`src/include/spifd_defines.vh`:
```
// Purpose: constants for the spi fifo status and dma control block
// Assumes: byte addresses on a 32-bit avalon-mm slave, 16-bit registers in low lanes
// Notes: definitions only
`ifndef SPIFD_DEFINES_VH
`define SPIFD_DEFINES_VH

// register byte offsets
`define SPIFD_OFS_RX_DATA 5'h00
`define SPIFD_OFS_TX_DATA 5'h04
`define SPIFD_OFS_CONFIG 5'h08
`define SPIFD_OFS_STATUS 5'h0c
`define SPIFD_OFS_DMA 5'h14

// reset values
`define SPIFD_RST_STATUS 16'h0040
`define SPIFD_RST_DMA 16'h0000
`define SPIFD_RST_CONFIG 16'h0000

// status register fields
`define SPIFD_ST_TX_IRQ_HI 15
`define SPIFD_ST_TX_IRQ_LO 14
`define SPIFD_ST_TX_DEPTH_HI 13
`define SPIFD_ST_TX_DEPTH_LO 10
`define SPIFD_ST_TX_NOT_EMPTY 9
`define SPIFD_ST_TX_FULL 8
`define SPIFD_ST_TX_UNDERFLOW 7
`define SPIFD_ST_TX_EMPTY 6
`define SPIFD_ST_RX_OVERFLOW 5
`define SPIFD_ST_RX_FULL 4
`define SPIFD_ST_RX_NOT_EMPTY 3
`define SPIFD_ST_CONFLICT 2
`define SPIFD_ST_FLUSH 0

// dma register fields
`define SPIFD_DM_RX_EN 7
`define SPIFD_DM_TX_EN 6
`define SPIFD_DM_RX_BURST_HI 5
`define SPIFD_DM_RX_BURST_LO 4
`define SPIFD_DM_TX_BURST_HI 3
`define SPIFD_DM_TX_BURST_LO 2
`define SPIFD_DM_IF_EN 1
`define SPIFD_DM_SEL_MASK 0

// config register fields
`define SPIFD_CF_RX_DEPTH_HI 15
`define SPIFD_CF_RX_DEPTH_LO 12
`define SPIFD_CF_WSIZE_HI 11
`define SPIFD_CF_WSIZE_LO 10
`define SPIFD_CF_CLOCK_PHASE 9
`define SPIFD_CF_CONFLICT_IE 7
`define SPIFD_CF_RX_ERR_IE 4
`define SPIFD_CF_RX_IRQ_HI 3
`define SPIFD_CF_RX_IRQ_LO 2
`define SPIFD_CF_MASTER 1

// interrupt source codes and word size codes
`define SPIFD_IRQ_OFF 2'h0
`define SPIFD_IRQ_EMPTY 2'h1
`define SPIFD_IRQ_UNDER 2'h2
`define SPIFD_IRQ_FULL 2'h3
`define SPIFD_WS_16 2'h1

`endif

```
`src/rtl/spifd_ctrl.v`:
```
// Purpose: fifo status, fifo depth, interrupt select and dma request logic of a buffered spi port
// Assumes: shift engine on clk supplies load and receive strobes; link pins are asynchronous
// Notes: registers reached over avalon-mm with waitrequest, one wait cycle per access
//
// Added by the designer: the Avalon-MM slave port.
`include "spifd_defines.vh"

module spifd_ctrl #(
    parameter AW = 5, // byte address width
    parameter DEPTH = 16 // largest fifo depth
) (
    // clock and reset
    input wire clk,
    input wire rst,
    // avalon-mm slave
    input wire [AW-1:0] avs_address,
    input wire avs_read,
    input wire avs_write,
    input wire [31:0] avs_writedata,
    input wire [3:0] avs_byteenable,
    output reg [31:0] avs_readdata,
    output reg avs_waitrequest,
    // shift engine side
    input wire tx_load_req,
    output reg [15:0] tx_word,
    output reg tx_word_valid,
    input wire rx_push,
    input wire [15:0] rx_push_data,
    // link pins
    input wire sck_pin,
    input wire ss_n_pin,
    // dma and interrupt
    output reg rx_dma_req,
    output reg tx_dma_req,
    output reg irq
);

    // configuration registers
    reg [1:0] tx_irq_select_q;
    reg [3:0] tx_depth_code_q;
    reg [3:0] rx_depth_code_q;
    reg [1:0] word_size_q;
    reg clock_phase_q;
    reg master_select_q;
    reg conflict_irq_enable_q;
    reg rx_err_irq_enable_q;
    reg [1:0] rx_irq_select_q;
    reg rx_dma_req_enable_q;
    reg tx_dma_req_enable_q;
    reg [1:0] rx_burst_size_q;
    reg [1:0] tx_burst_size_q;
    reg dma_if_enable_q;
    reg select_mask_q;
    reg fifo_flush_q; // one-cycle flush pulse

    // status flags
    reg tx_underflow_flag_q;
    reg tx_empty_flag_q;
    reg rx_overflow_flag_q;
    reg bus_conflict_flag_q;
    reg under_pend_q; // underflow seen, waiting for link moment
    reg ovf_csr_seen_q; // status read since overflow
    reg ovf_fifo_seen_q; // fifo read since overflow

    // fifo storage and pointers
    reg [15:0] tx_mem [0:DEPTH-1];
    reg [15:0] rx_mem [0:DEPTH-1];
    reg [3:0] tx_wp_q;
    reg [3:0] tx_rp_q;
    reg [4:0] tx_cnt_q;
    reg [3:0] rx_wp_q;
    reg [3:0] rx_rp_q;
    reg [4:0] rx_cnt_q;

    // link synchronisers
    reg [2:0] sck_s_q;
    reg [2:0] ss_s_q;
    reg ss_eff_prev_q;

    // bus decode
    wire bus_req = avs_read | avs_write;
    wire bus_done = bus_req & ~avs_waitrequest; // access completes this edge
    wire wr_done = bus_done & avs_write;
    wire rd_take = avs_read & avs_waitrequest; // read data latched at this edge
    wire sel_rx = (avs_address == `SPIFD_OFS_RX_DATA);
    wire sel_tx = (avs_address == `SPIFD_OFS_TX_DATA);
    wire sel_cf = (avs_address == `SPIFD_OFS_CONFIG);
    wire sel_st = (avs_address == `SPIFD_OFS_STATUS);
    wire sel_dm = (avs_address == `SPIFD_OFS_DMA);
    wire [15:0] wmask = {{8{avs_byteenable[1]}}, {8{avs_byteenable[0]}}};

    // depths and fill levels
    wire [4:0] tx_depth = {1'b0, tx_depth_code_q} + 5'h01;
    wire [4:0] rx_depth = {1'b0, rx_depth_code_q} + 5'h01;
    wire tx_full = (tx_cnt_q == tx_depth);
    wire tx_not_empty = (tx_cnt_q != 5'h00);
    wire rx_full = (rx_cnt_q == rx_depth);
    wire rx_not_empty = (rx_cnt_q != 5'h00);
    wire [4:0] tx_free = (tx_cnt_q > tx_depth) ? 5'h00 : (tx_depth - tx_cnt_q);
    wire wide_word = (word_size_q == `SPIFD_WS_16);

    // fifo moves
    wire tx_push = wr_done & sel_tx & ~tx_full; // writes into a full fifo are dropped
    wire tx_pop = tx_load_req & tx_not_empty;
    // pop on the edge that latches the word, so a late push is never lost
    wire rx_pop = rd_take & sel_rx & rx_not_empty;
    wire rx_take = rx_push & (~rx_full | rx_pop); // a pop frees room in the same cycle
    wire rx_lost = rx_push & rx_full & ~rx_pop;

    // link events
    wire ss_eff = select_mask_q | ss_s_q[1];
    wire ss_fall = ss_eff_prev_q & ~ss_eff;
    wire sck_edge = sck_s_q[1] ^ sck_s_q[2];
    wire under_moment = clock_phase_q ? sck_edge : ss_fall;

    // burst size decode
    function [4:0] burst_words;
        input [1:0] code;
        begin
            case (code)
                2'h0: burst_words = 5'h01;
                2'h1: burst_words = 5'h04;
                2'h2: burst_words = 5'h08;
                default: burst_words = 5'h10;
            endcase
        end
    endfunction

    // byte-lane merge for register writes
    function [15:0] merge;
        input [15:0] old;
        input [15:0] nw;
        input [15:0] m;
        begin
            merge = (old & ~m) | (nw & m);
        end
    endfunction

    wire [4:0] rx_burst = burst_words(rx_burst_size_q);
    wire [4:0] tx_burst = burst_words(tx_burst_size_q);

    // assembled register images
    wire [15:0] status_img = {tx_irq_select_q, tx_depth_code_q, tx_not_empty, tx_full,
        tx_underflow_flag_q, tx_empty_flag_q, rx_overflow_flag_q, rx_full,
        rx_not_empty, bus_conflict_flag_q, 1'b0, fifo_flush_q};
    wire [15:0] config_img = {rx_depth_code_q, word_size_q, clock_phase_q, 1'b0,
        conflict_irq_enable_q, 2'h0, rx_err_irq_enable_q, rx_irq_select_q,
        master_select_q, 1'b0};
    wire [15:0] dma_img = {8'h00, rx_dma_req_enable_q, tx_dma_req_enable_q,
        rx_burst_size_q, tx_burst_size_q, dma_if_enable_q, select_mask_q};
    wire [15:0] rx_head = rx_mem[rx_rp_q];
    wire [15:0] rx_view = wide_word ? rx_head : {rx_head[7:0], rx_head[7:0]};
    wire [15:0] st_w = merge(status_img, avs_writedata[15:0], wmask);
    wire [15:0] cf_w = merge(config_img, avs_writedata[15:0], wmask);
    wire [15:0] dm_w = merge(dma_img, avs_writedata[15:0], wmask);

    // read data mux, unmapped reads return zero
    reg [15:0] rd_mux;
    always @* begin
        if (sel_rx) begin
            rd_mux = rx_not_empty ? rx_view : 16'h0000;
        end else if (sel_cf) begin
            rd_mux = config_img;
        end else if (sel_st) begin
            rd_mux = status_img;
        end else if (sel_dm) begin
            rd_mux = dma_img;
        end else begin
            rd_mux = 16'h0000;
        end
    end

    // avalon handshake: one wait cycle, then completion
    always @(posedge clk) begin
        if (rst) begin
            avs_waitrequest <= 1'b1;
            avs_readdata <= 32'h00000000;
        end else if (bus_req && avs_waitrequest) begin
            avs_waitrequest <= 1'b0; // answer in the next cycle
            avs_readdata <= {16'h0000, rd_mux};
        end else begin
            avs_waitrequest <= 1'b1;
        end
    end

    // link pin synchronisers and select history
    always @(posedge clk) begin
        if (rst) begin
            sck_s_q <= 3'h0;
            ss_s_q <= 3'h7;
            ss_eff_prev_q <= 1'b1;
        end else begin
            sck_s_q <= {sck_s_q[1:0], sck_pin};
            ss_s_q <= {ss_s_q[1:0], ss_n_pin};
            ss_eff_prev_q <= ss_eff;
        end
    end

    // configuration register writes
    always @(posedge clk) begin
        if (rst) begin
            tx_irq_select_q <= 2'h0;
            tx_depth_code_q <= 4'h0;
            rx_depth_code_q <= 4'h0;
            word_size_q <= 2'h0;
            clock_phase_q <= 1'b0;
            master_select_q <= 1'b0;
            conflict_irq_enable_q <= 1'b0;
            rx_err_irq_enable_q <= 1'b0;
            rx_irq_select_q <= 2'h0;
            rx_dma_req_enable_q <= 1'b0;
            tx_dma_req_enable_q <= 1'b0;
            rx_burst_size_q <= 2'h0;
            tx_burst_size_q <= 2'h0;
            dma_if_enable_q <= 1'b0;
            select_mask_q <= 1'b0;
            fifo_flush_q <= 1'b0;
        end else begin
            // flush request lasts one cycle only
            fifo_flush_q <= wr_done & sel_st & avs_byteenable[0] & avs_writedata[0];
            if (wr_done && sel_st) begin
                tx_irq_select_q <= st_w[15:14];
                tx_depth_code_q <= st_w[13:10];
            end
            if (wr_done && sel_cf) begin
                rx_depth_code_q <= cf_w[15:12];
                word_size_q <= cf_w[11:10];
                clock_phase_q <= cf_w[9];
                conflict_irq_enable_q <= cf_w[7];
                rx_err_irq_enable_q <= cf_w[4];
                rx_irq_select_q <= cf_w[3:2];
                master_select_q <= cf_w[1];
            end
            if (wr_done && sel_dm) begin
                rx_dma_req_enable_q <= dm_w[7];
                tx_dma_req_enable_q <= dm_w[6];
                rx_burst_size_q <= dm_w[5:4];
                tx_burst_size_q <= dm_w[3:2];
                dma_if_enable_q <= dm_w[1];
                select_mask_q <= dm_w[0];
            end
            if (fifo_flush_q) begin
                rx_depth_code_q <= 4'h0;
            end
        end
    end

    // fifo storage writes
    always @(posedge clk) begin
        if (tx_push) begin
            tx_mem[tx_wp_q] <= avs_writedata[15:0];
        end
        if (rx_take) begin
            rx_mem[rx_wp_q] <= rx_push_data;
        end
    end

    // fifo pointers and counts, wrapping at the enabled depth
    always @(posedge clk) begin
        if (rst || fifo_flush_q) begin
            tx_wp_q <= 4'h0;
            tx_rp_q <= 4'h0;
            tx_cnt_q <= 5'h00;
            rx_wp_q <= 4'h0;
            rx_rp_q <= 4'h0;
            rx_cnt_q <= 5'h00;
        end else begin
            if (tx_push) begin
                tx_wp_q <= (tx_wp_q == tx_depth_code_q) ? 4'h0 : tx_wp_q + 4'h1;
            end
            if (tx_pop) begin
                tx_rp_q <= (tx_rp_q == tx_depth_code_q) ? 4'h0 : tx_rp_q + 4'h1;
            end
            tx_cnt_q <= tx_cnt_q + {4'h0, tx_push} - {4'h0, tx_pop};
            if (rx_take) begin
                rx_wp_q <= (rx_wp_q == rx_depth_code_q) ? 4'h0 : rx_wp_q + 4'h1;
            end
            if (rx_pop) begin
                rx_rp_q <= (rx_rp_q == rx_depth_code_q) ? 4'h0 : rx_rp_q + 4'h1;
            end
            rx_cnt_q <= rx_cnt_q + {4'h0, rx_take} - {4'h0, rx_pop};
        end
    end

    // word handed to the shift engine
    always @(posedge clk) begin
        if (rst) begin
            tx_word <= 16'h0000;
            tx_word_valid <= 1'b0;
        end else begin
            tx_word_valid <= tx_pop;
            if (tx_pop) begin
                tx_word <= tx_mem[tx_rp_q];
            end
        end
    end

    // transmit status flags
    always @(posedge clk) begin
        if (rst) begin
            tx_empty_flag_q <= 1'b1;
            tx_underflow_flag_q <= 1'b0;
            under_pend_q <= 1'b0;
        end else begin
            // empty when the last word leaves, cleared by a new word
            if (fifo_flush_q || (tx_pop && tx_cnt_q == 5'h01 && !tx_push)) begin
                tx_empty_flag_q <= 1'b1;
            end else if (tx_push) begin
                tx_empty_flag_q <= 1'b0;
            end
            // load wanted with nothing stored, master only
            if (!master_select_q) begin
                under_pend_q <= 1'b0;
            end else if (tx_load_req && !tx_not_empty) begin
                under_pend_q <= 1'b1;
            end else if (under_moment) begin
                under_pend_q <= 1'b0;
            end
            // set wins over the clear by a status read
            if (under_pend_q && under_moment && master_select_q) begin
                tx_underflow_flag_q <= 1'b1;
            end else if (rd_take && sel_st) begin
                tx_underflow_flag_q <= 1'b0; // only a value software has seen is cleared
            end
        end
    end

    // receive overflow, cleared after both a status read and a fifo read
    always @(posedge clk) begin
        if (rst || fifo_flush_q) begin
            rx_overflow_flag_q <= 1'b0;
            ovf_csr_seen_q <= 1'b0;
            ovf_fifo_seen_q <= 1'b0;
        end else if (rx_lost) begin
            rx_overflow_flag_q <= 1'b1;
            ovf_csr_seen_q <= 1'b0;
            ovf_fifo_seen_q <= 1'b0;
        end else if (rx_overflow_flag_q) begin
            if ((ovf_csr_seen_q || (rd_take && sel_st)) &&
                (ovf_fifo_seen_q || (rd_take && sel_rx))) begin
                rx_overflow_flag_q <= 1'b0;
                ovf_csr_seen_q <= 1'b0;
                ovf_fifo_seen_q <= 1'b0;
            end else begin
                ovf_csr_seen_q <= ovf_csr_seen_q | (rd_take & sel_st);
                ovf_fifo_seen_q <= ovf_fifo_seen_q | (rd_take & sel_rx);
            end
        end
    end

    // bus conflict between two masters
    always @(posedge clk) begin
        if (rst) begin
            bus_conflict_flag_q <= 1'b0;
        end else if (master_select_q && ss_fall) begin
            bus_conflict_flag_q <= 1'b1;
        end else if (ss_eff || select_mask_q || !master_select_q) begin
            bus_conflict_flag_q <= 1'b0;
        end
    end

    // interrupt sources
    reg tx_irq_src;
    reg rx_irq_src;
    always @* begin
        case (tx_irq_select_q)
            `SPIFD_IRQ_EMPTY: tx_irq_src = tx_empty_flag_q;
            `SPIFD_IRQ_UNDER: tx_irq_src = tx_underflow_flag_q & master_select_q;
            `SPIFD_IRQ_FULL: tx_irq_src = tx_full;
            default: tx_irq_src = 1'b0;
        endcase
        case (rx_irq_select_q)
            `SPIFD_IRQ_EMPTY: rx_irq_src = rx_not_empty;
            `SPIFD_IRQ_FULL: rx_irq_src = rx_full;
            default: rx_irq_src = 1'b0;
        endcase
    end

    // merged interrupt and dma requests
    always @(posedge clk) begin
        if (rst) begin
            irq <= 1'b0;
            rx_dma_req <= 1'b0;
            tx_dma_req <= 1'b0;
        end else begin
            irq <= tx_irq_src | rx_irq_src | (rx_err_irq_enable_q & rx_overflow_flag_q) |
                (conflict_irq_enable_q & bus_conflict_flag_q);
            rx_dma_req <= dma_if_enable_q & rx_dma_req_enable_q &
                (rx_cnt_q >= rx_burst);
            tx_dma_req <= dma_if_enable_q & tx_dma_req_enable_q &
                (tx_free >= tx_burst);
        end
    end

endmodule // spifd_ctrl

```
`config.mk`:
```
export PLATFORM = sky130hd
export DESIGN_NAME = spifd_ctrl
export DESIGN_NICKNAME = d
export VERILOG_FILES = /design/src/rtl/spifd_ctrl.v
export VERILOG_INCLUDE_DIRS = /design/src /design/src/include
export SDC_FILE = /design/constraint.sdc
export NUM_CORES = 1
export LEC_CHECK = 0
export ABC_CLOCK_PERIOD_IN_PS = 11350
export BUFFER_PORTS_ARGS = -buffer_cell sky130_fd_sc_hd__buf_2
export CAP_MARGIN = 20
export CORE_AREA = 2 2 208 210
export CTS_BUF_LIST = sky130_fd_sc_hd__clkbuf_4
export DETAILED_ROUTE_END_ITERATION = 10
export DIE_AREA = 0 0 210 212
export HOLD_SLACK_MARGIN = 0.02
export PLACE_DENSITY = 0.77
export SKIP_CTS_REPAIR_TIMING = 1
export SLEW_MARGIN = 15
export SYNTH_ARGS = -nofsm -noshare
export SYNTH_HDL_FRONTEND = slang
export SYNTH_SLANG_ARGS = --single-unit
```
`constraint.sdc`:
```
create_clock -name clk -period 11.35 [get_ports clk]
set_clock_uncertainty 0.2 [all_clocks]
set_input_delay 0.5675 -clock clk [delete_from_list [all_inputs] [get_ports clk]]
set_output_delay 0.5675 -clock clk [all_outputs]
set_load 0.03 [all_outputs]
```
==> qor.yml, run 1 <==
status: "complete, no violations"
use_met3: 0.0728
avgSynthCellArea_sq_um: 17.0
routed_wl_mm: 55.9
groute.layer.met1.usage: 0.319
drc: 0
vias: 14200
relSlewSlack: 0.252
initial_core_util: 0.589
first_iter_violations: 1235
vias_per_cell: 5.96
die_area_sq_um: 44500
ys_dominant_reg_cell: "edfxtp_1"
synth_area_sq_um: 25000
drive_gt1_frac: 0.301
ys_types: 66
io_buffers: 83
fmax_ghz: 0.241
gp_congestion: 0.904
grt_max_degree: 66
timing_worst_setup_path_type: "flip-flop to flip-flop"
final_cells: 2384
grt_busiest_layer: "met2"
min_delay_path_depth: 4
met2_usage: 0.430
die-width_um: 210
dr.pass1.iters: 5
ant_nets: 0
grt_setup_unrepaired: "no"
cts_buffer_depth: 3
cp_data_required_time_ns: 12.06
arrival_ns: 4.85
finalSetupViolations: 0
grt_first_pass_wirelength_mm: 82.4
end_kind: "flip-flop"
hold_violations: 0
cts_sinks: 619
core-area_sq_um: 42500
clock_latency_ns: 0.99
hpwl_mm: 33.0
clockRootBuffer: "clkbuf_4"
ir_drop_mv: 0.143
power.total_mw: 5.10
ys_seq_area_frac: 0.700
tightest_slew_ns: 1.12
cp_max_fo: 21
cts_max_level: 4
most-common-layout-cells: "edfxtp_1 (512), clkbuf_4 (235), mux4_2 (120)"
overflow: 0
io_pins: 118
powerDensity_nw_per_um2: 178
worst_slack_ns: 7.21
synth-edff-count: 512
dp_slack_ns: 7.18
synth_async_sr_flop_share: 0
hold_class: "input pin to flip-flop"
leakagePower_nw: 9.63
crit_path_start_kind: "flip-flop"
ff2ff_path_depth: 17
antenna_found_initial: 2
area_delta_synth_final_pct: 14.2
grt_pass1_vias: 14100
netlist_instances: 1473
cts_tree: "built"
dpl.cell_count: 2055
num_rows: 76
wl_per_cell_um: 23.5
fin_setup_tns_ns: 0
period_needed_ns: 4.14
yosysWarnings: 0
ys_seq_elements: 619
fin_nets: 1821
grt_usage: 0.256
cts_inserted_buffers: 150
cap_violations: 0
die_h_um: 212
clk_pin_slew_worst_paths_ns: 0.07
slew_viol_final: 0
period_share: 0.365
final_common_cell: "edfxtp_1"
[routing by layer]
| metal | routed length, um | share of wire | up-vias |
|---|---|---|---|
| li1 | - | - | 6314 |
| met1 | 21400 | 0.38 | 7137 |
| met2 | 28600 | 0.51 | 630 |
| met3 | 4330 | 0.077 | 125 |
| met4 | 1530 | 0.027 | 0 |
| met5 | 0 | 0 | - |
[worst max-delay path: stages, from the launching register on]
cell and delay [ns]:
dfxtp_1 0.31, inv_1 0.11, ha_1 0.15, nor3b_1 0.30
nor2b_1 0.25, nand2b_1 0.13, buf_4 0.29, inv_1 0.54
ha_1 0.51, inv_1 0.05, ha_1 0.21, inv_1 0.09
fa_1 0.22, inv_1 0.06, a21oi_1 0.12, nor2_1 0.06
or3_1 0.34, a21oi_1 0.14
[through the flow]
step | hold slack (ns) | area [sq um] | util
final | 0.0480 | 28600 | 0.672
after global routing | 0.0449 | 28600 | 0.672
after CTS | -0.473 | 28000 | 0.658
after detailed placement | 0.217 | 26000 | 0.612
after global placement | 0.208 | 26000 | 0.611
after floorplan | 0.189 | 25100 | -
[power by group]
part | internal, mW | total, mW | switching (mW)
Sequential | 2.51 | 2.57 | 0.0556
Combinational | 0.317 | 0.690 | 0.373
Clock | 0.967 | 1.84 | 0.873
Total | 3.80 | 5.10 | 1.30
[sequential cells by signal, indices dropped and copies added, names as in the netlist, 2 cells and up, named ones only]
name / count
avs_readdata: 16
rx_rp_q: 4
tx_word: 16
tx_wp_q: 4
tx_rp_q: 4
sck_s_q: 3
ss_s_q: 2
rx_wp_q: 4
tx_cnt_q: 5
rx_cnt_q: 5
rx_mem: 256
tx_mem: 256
[cells by family (layout without fill, tap and decap cells)]
group	count (synthesis)	in the layout	share of synthesized area
other	1	22	0.000150
adder cells (fa/ha/maj)	39	39	0.0204
AND/OR/NAND/NOR	291	291	0.0543
buffers and inverters	113	457	0.0239
AO/OA/AOI/OAI	157	157	0.0421
multiplexers	208	208	0.144
XOR/XNOR	45	45	0.0157
flip-flops	619	619	0.700
[Yosys cell counts (6+ instances only)]
master,instances,share of area
a21oi_1,46,0.0092
ha_1,36,0.018
nand2b_1,22,0.0055
nand3_1,12,0.0024
mux4_2,120,0.11
clkbuf_1,33,0.0049
a21o_1,6,0.0018
buf_4,19,0.0057
inv_1,22,0.0033
o22ai_1,18,0.0045
edfxtp_1,512,0.61
o21ai_1,7,0.0014
nor2_1,112,0.017
nand4_1,8,0.0020
nor3_1,17,0.0034
mux2_2,8,0.0036
and3_1,7,0.0017
nor2b_1,11,0.0027
buf_2,26,0.0052
nand2_1,75,0.011
mux2i_1,80,0.032
o21ai_0,12,0.0024
a221o_1,7,0.0028
xor2_1,17,0.0059
a22oi_1,30,0.0090
xnor2_1,28,0.0098
dfxtp_1,107,0.086
[worst paths after layout]
kind | startpoint | endpoint | slack [ns]
worst max-delay path | tx_cnt_q[3]$_SDFF_PP0_ | tx_cnt_q[4]$_SDFF_PP0_ | 7.21
worst min-delay path | avs_byteenable[1] | flip-flop | 0.05
worst max register to register | tx_cnt_q[3]$_SDFF_PP0_ | tx_cnt_q[4]$_SDFF_PP0_ | 7.21
worst min register to register | tx_word[7]$_SDFFE_PP0P_ | tx_word[7]$_SDFFE_PP0P_ | 0.25
[final cells by class]
cell class / instances / area [sq um]
diodes: 6 / 15.0
flip-flops and latches: 619 / 17500
clock inverters: 32 / 194
well taps: 546 / 683
clock buffers: 235 / 1760
multi-input cells: 756 / 7080
inverters: 22 / 82.6
repair buffers: 168 / 1230
fillers: 2810 / 13900
(Power assumes the default switching activity.)
==> run 2, diff against run 1 <==
--- a/config.mk
+++ b/config.mk
@@ -6,13 +6,14 @@
 export SDC_FILE = /design/constraint.sdc
 export NUM_CORES = 1
 export LEC_CHECK = 0
-export ABC_CLOCK_PERIOD_IN_PS = 11350
+export ABC_AREA = 1
+export ABC_CLOCK_PERIOD_IN_PS = 3900
 export BUFFER_PORTS_ARGS = -buffer_cell sky130_fd_sc_hd__buf_2
 export CAP_MARGIN = 20
-export CORE_AREA = 2 2 208 210
+export CORE_AREA = 2 2 213 215
 export CTS_BUF_LIST = sky130_fd_sc_hd__clkbuf_4
 export DETAILED_ROUTE_END_ITERATION = 10
-export DIE_AREA = 0 0 210 212
+export DIE_AREA = 0 0 215 217
 export HOLD_SLACK_MARGIN = 0.02
 export PLACE_DENSITY = 0.77
 export SKIP_CTS_REPAIR_TIMING = 1
==> constraint.sdc (replaced) <==
create_clock -name clk -period 3.9 [get_ports clk]
set_clock_uncertainty 0.2 [all_clocks]
set_input_delay 0.195 -clock clk [delete_from_list [all_inputs] [get_ports clk]]
set_output_delay 0.195 -clock clk [all_outputs]
set_load 0.03 [all_outputs]
==> run 2 against run 1 <==
Effect of this change:
- wire length grew 23%
- worst hold slack improved by 0.011 ns
- worst setup slack got worse by 6.9 ns
- cell area increased by 5.9%
- global-route usage increased by 3.3 points
- die area rose by 4.8%
- sequential power increased to 2.9 times the previous value
- synthesized cell count grew 66%
- largest power group unchanged
- combinational power rose to 3.5 times the previous value
==> qor.yml, run 2 <==
status: "complete, no violations"
synth_adder_area_share: 0.0194  # -0.000984
tightest_slew_ns: 1.18  # +0.0605 ns
ff2ff_path_depth: 16  # -1
fill_cells: 3266  # +16%
leakagePower_nw: 11.8  # +22%
die_area_sq_um: 46700  # +4.8%
slew_viol_final: 0  # unchanged
grt_setup_unrepaired: "no"
synthSimpleGateAreaFrac: 0.173  # +0.118
first_iter_violations: 2071  # +68%
num_rows: 78  # +2.6%
finalSetupViolations: 0  # unchanged
clk_pin_slew_worst_paths_ns: 0.07  # about the same
final_cells: 3425  # +44%
ir_drop_mv: 0.392  # +170%
synth_async_sr_flop_share: 0  # unchanged
cts_tree: "built"
multi_input_area_sq_um: 7460  # +5.4%
hold_violations: 0  # unchanged
arrival_ns: 4.20  # -0.65 ns
use_met3: 0.0643  # -0.00853
cts_sinks: 619  # unchanged
cts_buffer_depth: 3  # unchanged
met2_usage: 0.471  # +0.0410
ys_dominant_reg_cell: "edfxtp_1"
worst_path_most_repeated_cell: "ha_1"
ys_seq_elements: 619  # unchanged
vias_per_cell: 5.73  # -3.8%
synth-edff-count: 512  # unchanged
fin_nets: 2818  # +55%
timing_worst_setup_path_type: "flip-flop to flip-flop"
end_kind: "flip-flop"
dr.pass1.iters: 6  # +1
synth_mux_area_frac: 0  # -0.144
die-width_um: 215  # +2.4%
period_share: 0.915  # +0.550
core-area_sq_um: 44700  # +5.2%
synth_area_sq_um: 26300  # +5.1%
fin_setup_tns_ns: 0  # unchanged
area_delta_synth_final_pct: 15.0
ant_nets: 0  # unchanged
synth_area_leaders: "edfxtp_1 (58%), dfxtp_1 (8.1%), nand2_1 (7.6%)"
wl_per_cell_um: 20.1  # -14%
die_h_um: 217  # +2.4%
yosysWarnings: 0  # unchanged
grt_max_degree: 103  # +56%
holdWs_ns: 0.0587  # +0.0107 ns
most-common-layout-cells: "nand2_1 (530), edfxtp_1 (512), nor2_1 (248)"
crit_slowest_cell: "dfxtp_1"
overflow: 0  # unchanged
synthTopCellsByCount: "nand2_1 (530), edfxtp_1 (512), nor2_1 (280), nand3_1 (234), inv_1 (174)"
vias: 19600  # +38%
netlist.area_leader.share: 0.585  # -0.0296
fmax_ghz: 0.280  # +16%
crit_path_start_kind: "flip-flop"
cts_inserted_buffers: 156  # +4.0%
endpoint: "tx_cnt_q[4]$_SDFF_PP0_"
synth_compound_area_frac: 0.0760  # +0.0339
final-seq-area_sq_um: 17500  # about the same
relSlewSlack: 0.210  # -0.0425
hpwl_mm: 40.2  # +22%
grt_pass1_vias: 19000  # +34%
grt_busiest_layer: "met2"
dpl.cell_count: 3062  # +49%
powerDensity_nw_per_um2: 508  # +180%
worstReg2RegEnd: "tx_cnt_q[4]$_SDFF_PP0_"
io_buffers: 83  # unchanged
synth_top_family_by_area: "simple AND/OR/NAND/NOR gates"
crit_chain: "ha_1 -> xor2_1 -> ha_1 -> nand2_1 -> nor2_1 -> nand3_1 -> nand4_2 -> ha_1 -> inv_1 -> ha_1 -> inv_1 -> fa_1 -> nor3_1 -> a211oi_1 -> o21ai_0 -> a21oi_1"
clock_latency_ns: 1.01  # +0.02 ns
avgSynthCellArea_sq_um: 10.7  # -37%
netlist_instances: 2448  # +66%
cap_violations: 0  # unchanged
grt_first_pass_wirelength_mm: 103  # +25%
gp_congestion: 0.895  # -1.0%
reg_top3: "rx_mem x256, tx_mem x256"
final_common_cell: "nand2_1"
synth_xor_area_frac: 0.0103  # -0.00542
cp_data_required_time_ns: 4.53  # -7.53 ns
ys_types: 47  # -29%
period_needed_ns: 3.57  # -0.575 ns
io_pins: 118  # unchanged
initial_core_util: 0.588  # about the same
max_stage_delay_ns: 0.50  # -0.04 ns
regToRegSetupSlack_ns: 0.33  # -6.88 ns
cts_max_level: 4  # unchanged
hp-start: "avs_writedata[4]"
antenna_found_initial: 2  # unchanged
clockRootBuffer: "clkbuf_4"
cp_max_fo: 7  # -67%
grt_usage: 0.289  # +0.0331
drc: 0  # unchanged
hold_class: "input pin to flip-flop"
drive_gt1_frac: 0.157  # -0.144
ys_seq_area_frac: 0.666  # -0.0338
synth_top_area_cell: "edfxtp_1"
routed_wl_mm: 68.8  # +23%
groute.layer.met1.usage: 0.358  # +0.0386
yosysMostFrequentCell: "nand2_1"
## run 2: cell types whose count changed after synthesis, sizes merged, moves of 120 or more
cell / previous run / this run
nand3: 12 / 235
mux4: 120 / 0
nor2: 112 / 288
nand2: 75 / 537
inv: 22 / 182
o21ai: 19 / 190
## run 2: area by class of cell
cell class	instances	area share
antenna	2	0.000165
inverter	186	0.0233
timing repair buffer	234	0.0603
clock inverter	51	0.0118
multi-input combinational	1517	0.247
sequential	619	0.579
clock buffer	216	0.0536
tap	600	0.0248
## run 2: kinds of logic (layout without fill, tap and decap cells)
kind of cell | Yosys count | in the layout
flip-flops | 619 | 619
AND/OR/NAND/NOR | 1093 | 1093
XOR/XNOR | 31 | 31
buffers and inverters | 327 | 687
AO/OA/AOI/OAI | 338 | 338
other | 1 | 18
adder cells (fa/ha/maj) | 39 | 39
## run 2: worst min path at each step
stage | depth (start not counted) | slack, ns | end
after global routing | 2 | 0.01 | tx_mem[4][12]$_DFFE_PP_
final | 2 | 0.06 | tx_mem[5][4]$_DFFE_PP_
after CTS | 2 | -0.86 | ss_s_q[0]$_SDFF_PP1_
after global placement | 2 | 0.18 | ss_s_q[0]$_SDFF_PP1_
after detailed placement | 2 | 0.19 | ss_s_q[0]$_SDFF_PP1_
after floorplan | 0 | 0.09 | rx_mem[0][0]$_DFFE_PP_
## run 2: worst max-delay path, delay by kind of cell (launching register included)
kind / cells / cell delay (ns)
and+or+nand+nor: 5 / 0.68
DFF: 1 / 0.50
adders and majority gates: 5 / 1.45
AOI/OAI and AO/OA: 3 / 0.29
xor gates and xnor gates: 1 / 0.16
buffers and inverters: 2 / 0.11
## run 2: through the flow
| step | util | instance area [sq um] | setup slack, ns | total power, mW |
|---|---|---|---|---|
| after floorplan | - | 26400 | 0.755 | 9.28 |
| after CTS | 0.655 | 29300 | 0.369 | 15.3 |
| after global routing | 0.677 | 30300 | 0.0589 | 16.1 |
| after detailed placement | 0.611 | 27300 | 0.447 | 9.91 |
| final | 0.677 | 30300 | 0.331 | 15.4 |
| after global placement | 0.611 | 27300 | 0.446 | 9.80 |
## run 2: where the power goes
group / internal [mW] / total, mW / switching, mW
combinational: 0.774 / 2.42 / 1.64
sequential: 7.33 / 7.47 / 0.146
clock: 2.89 / 5.47 / 2.58
## run 2: metal layers
metal,routed length [um],vias up
met5,0,-
met4,3060,0
met3,6060,190
met2,33700,1063
met1,26000,9343
li1,-,9045
==> run 3, diff against run 2 <==
--- a/config.mk
+++ b/config.mk
@@ -10,12 +10,14 @@
 export ABC_CLOCK_PERIOD_IN_PS = 3900
 export BUFFER_PORTS_ARGS = -buffer_cell sky130_fd_sc_hd__buf_2
 export CAP_MARGIN = 20
-export CORE_AREA = 2 2 213 215
+export CELL_PAD_IN_SITES_DETAIL_PLACEMENT = 1
+export CELL_PAD_IN_SITES_GLOBAL_PLACEMENT = 2
+export CORE_AREA = 4 4 253 255
 export CTS_BUF_LIST = sky130_fd_sc_hd__clkbuf_4
 export DETAILED_ROUTE_END_ITERATION = 10
-export DIE_AREA = 0 0 215 217
+export DIE_AREA = 0 0 257 259
 export HOLD_SLACK_MARGIN = 0.02
-export PLACE_DENSITY = 0.77
+export PLACE_DENSITY_LB_ADDON = 0.1
 export SKIP_CTS_REPAIR_TIMING = 1
 export SLEW_MARGIN = 15
 export SYNTH_ARGS = -nofsm -noshare
==> run 3 against run 2 <==
Effect of this change:
- sequential power about the same
- first-iteration DRC count shrank 28%
- worst setup slack worse by 0.088 ns
- critical path type is now input pin to flip-flop
- largest power group unchanged
==> qor.yml, run 3 (same netlist as run 2, synthesis figures left out) <==
initial_core_util: 0.427  # -0.161
cp_data_required_time_ns: 4.65  # +0.12 ns
hold_class: "input pin to flip-flop"
cts_inserted_buffers: 168  # +7.7%
drc: 0  # unchanged
num_rows: 91  # +17%
tightest_slew_ns: 0.981  # -0.201 ns
grt_setup_unrepaired: "no"
die-width_um: 257  # +20%
cp-startpoint: "avs_address[4]"
timing_worst_setup_path_type: "input pin to flip-flop"
seq_power_share: 0.460  # -0.026
fin_setup_tns_ns: 0  # unchanged
powerDensity_nw_per_um2: 520  # +2.4%
reg_top3: "rx_mem x256, tx_mem x256"
fmax_ghz: 0.273  # -2.4%
cts_tree: "built"
dr.pass1.iters: 5  # -1
finalSetupViolations: 0  # unchanged
ant_nets: 0  # unchanged
io_pins: 118  # unchanged
clockRootBuffer: "clkbuf_4"
first_iter_violations: 1485  # -28%
p_clk_frac: 0.378  # +0.022
end_kind: "flip-flop"
ir_drop_mv: 0.270  # -31%
vias: 19500  # -0.48%
clk_pin_slew_worst_paths_ns: 0.07  # about the same
cap_violations: 0  # unchanged
combPwrFrac: 0.162  # +0.005
grt_usage: 0.237  # -0.0516
ff2ff_path_depth: 16  # unchanged
cts_max_level: 4  # unchanged
cts_buffer_depth: 3  # unchanged
hold_violations: 0  # unchanged
io_buffers: 83  # unchanged
gp_congestion: 0.843  # -5.9%
wl_per_cell_um: 22.2  # +10%
period_needed_ns: 3.66  # +0.0878 ns
arrival_ns: 4.41  # +0.21 ns
grt_pass1_vias: 20100  # +6.2%
crit_path_start_kind: "input pin"
leakagePower_nw: 12.1  # +2.8%
grt_max_degree: 130  # +26%
clock_latency_ns: 1.03  # +0.02 ns
slew_viol_final: 0  # unchanged
cp_max_fo: 17  # +10
dpl.cell_count: 3310  # +8.1%
die_h_um: 259  # +19%
regToRegSetupSlack_ns: 0.34  # about the same
overflow: 0  # unchanged
drive_gt1_frac: 0.174  # +0.0167
final_cells: 3725  # +8.8%
endpoint: "rx_cnt_q[4]$_SDFF_PP0_"
routed_wl_mm: 82.7  # +20%
grt_first_pass_wirelength_mm: 120  # +17%
die_area_sq_um: 66600  # +43%
vias_per_cell: 5.25  # -8.5%
netSwitchingFraction: 0.290  # +0.00590
intPower_mw: 11.5  # +4.6%
antenna_found_initial: 18  # +16
relSlewSlack: 0.344  # +0.135
status: "complete, no violations"
area_delta_synth_final_pct: 18.5
most-common-layout-cells: "nand2_1 (530), edfxtp_1 (512), clkbuf_4 (265)"
cts_sinks: 619  # unchanged
final_common_cell: "nand2_1"
worstReg2RegEnd: "tx_cnt_q[4]$_SDFF_PP0_"
core-area_sq_um: 61600  # +38%
fill_cells: 6774  # +110%
period_share: 0.938  # +0.0225
hpwl_mm: 51.0  # +27%
switchingPower_mw: 4.70  # +7.6%
fin_nets: 2857  # +1.4%
[run 3: changes by cell type in the layout (fill, tap and decap cells not counted), moves of 2 or more]
cell,previous run,this run
buf_4,55,60
clkbuf_4,216,265
buf_12,2,8
inv_2,8,6
dlygate4sd3_1,93,110
inv_6,0,3
clkinv_1,38,25
[run 3: per-layer routing]
metal,track usage,routed length [um],share of wire
met1,0.310,36100,0.44
met2,0.390,39800,0.48
met3,0.0578,4820,0.058
met4,0.0836,1900,0.023
met5,0,13,0.00016
[run 3: area by class of cell]
class | count | area [sq um] | share of cell area
well taps | 837 | 1050 | 0.0336
clock inverters | 37 | 285 | 0.00916
multi-input cells | 1517 | 7470 | 0.240
clock buffers | 265 | 1990 | 0.0638
flip-flops and latches | 619 | 17500 | 0.563
inverters | 186 | 704 | 0.0226
repair buffers | 261 | 2130 | 0.0683
diodes | 3 | 7.51 | 0.000241
[run 3: stage by stage]
| stage | utilization | worst slack [ns] | hold WS [ns] | cell area [sq um] | total power, mW |
|---|---|---|---|---|---|
| 6_report | 0.506 | 0.243 | 0.0793 | 31200 | 16.2 |
| 5_1_grt | 0.506 | 0.0704 | 0.0287 | 31200 | 17.1 |
| 3_5_place_dp | 0.451 | 0.350 | 0.190 | 27800 | 10.1 |
| 3_3_place_gp | 0.451 | 0.360 | 0.184 | 27800 | 10.0 |
| 2_1_floorplan | - | 0.755 | 0.0939 | 26400 | 9.28 |
| 4_1_cts | 0.488 | 0.287 | -0.886 | 30000 | 16.3 |
[run 3: power groups by stage]
| stage | logic, mW | registers (mW) | clock network [mW] |
|---|---|---|---|
| 3_5_place_dp | 2.52 | 7.59 | 0 |
| 4_1_cts | 2.53 | 7.45 | 6.31 |
| 2_1_floorplan | 1.59 | 7.68 | 0 |
| 5_1_grt | 2.92 | 7.46 | 6.73 |
| 3_3_place_gp | 2.43 | 7.58 | 0 |
| 6_report | 2.62 | 7.45 | 6.13 |
[run 3: worst max-delay path: stages]
cell and delay, ns:
dlygate4sd3_1 0.53, buf_2 0.10, dlygate4sd3_1 0.55, inv_2 0.08, nand3_1 0.12, nor2_2 0.04
dlygate4sd3_1 0.58, nand2_1 0.11, clkinv_2 0.25, nand2_4 0.19, nand3_4 0.13, nand2_4 0.12
inv_4 0.07, nand2_1 0.06, nand2_1 0.05, ha_1 0.22, fa_1 0.42, nand2_1 0.10
a21oi_1 0.08, or3_1 0.31, a21oi_1 0.12
[run 3: worst min path at each step]
stage | startpoint | to | depth (start not counted)
after floorplan | rx_push_data[0] | rx_mem[0][0]$_DFFE_PP_ | 0
after global placement | ss_n_pin | ss_s_q[0]$_SDFF_PP1_ | 2
after detailed placement | ss_n_pin | ss_s_q[0]$_SDFF_PP1_ | 2
after CTS | ss_n_pin | ss_s_q[0]$_SDFF_PP1_ | 2
after global routing | avs_write | avs_waitrequest$_SDFF_PP1_ | 6
final | avs_write | avs_waitrequest$_SDFF_PP1_ | 6
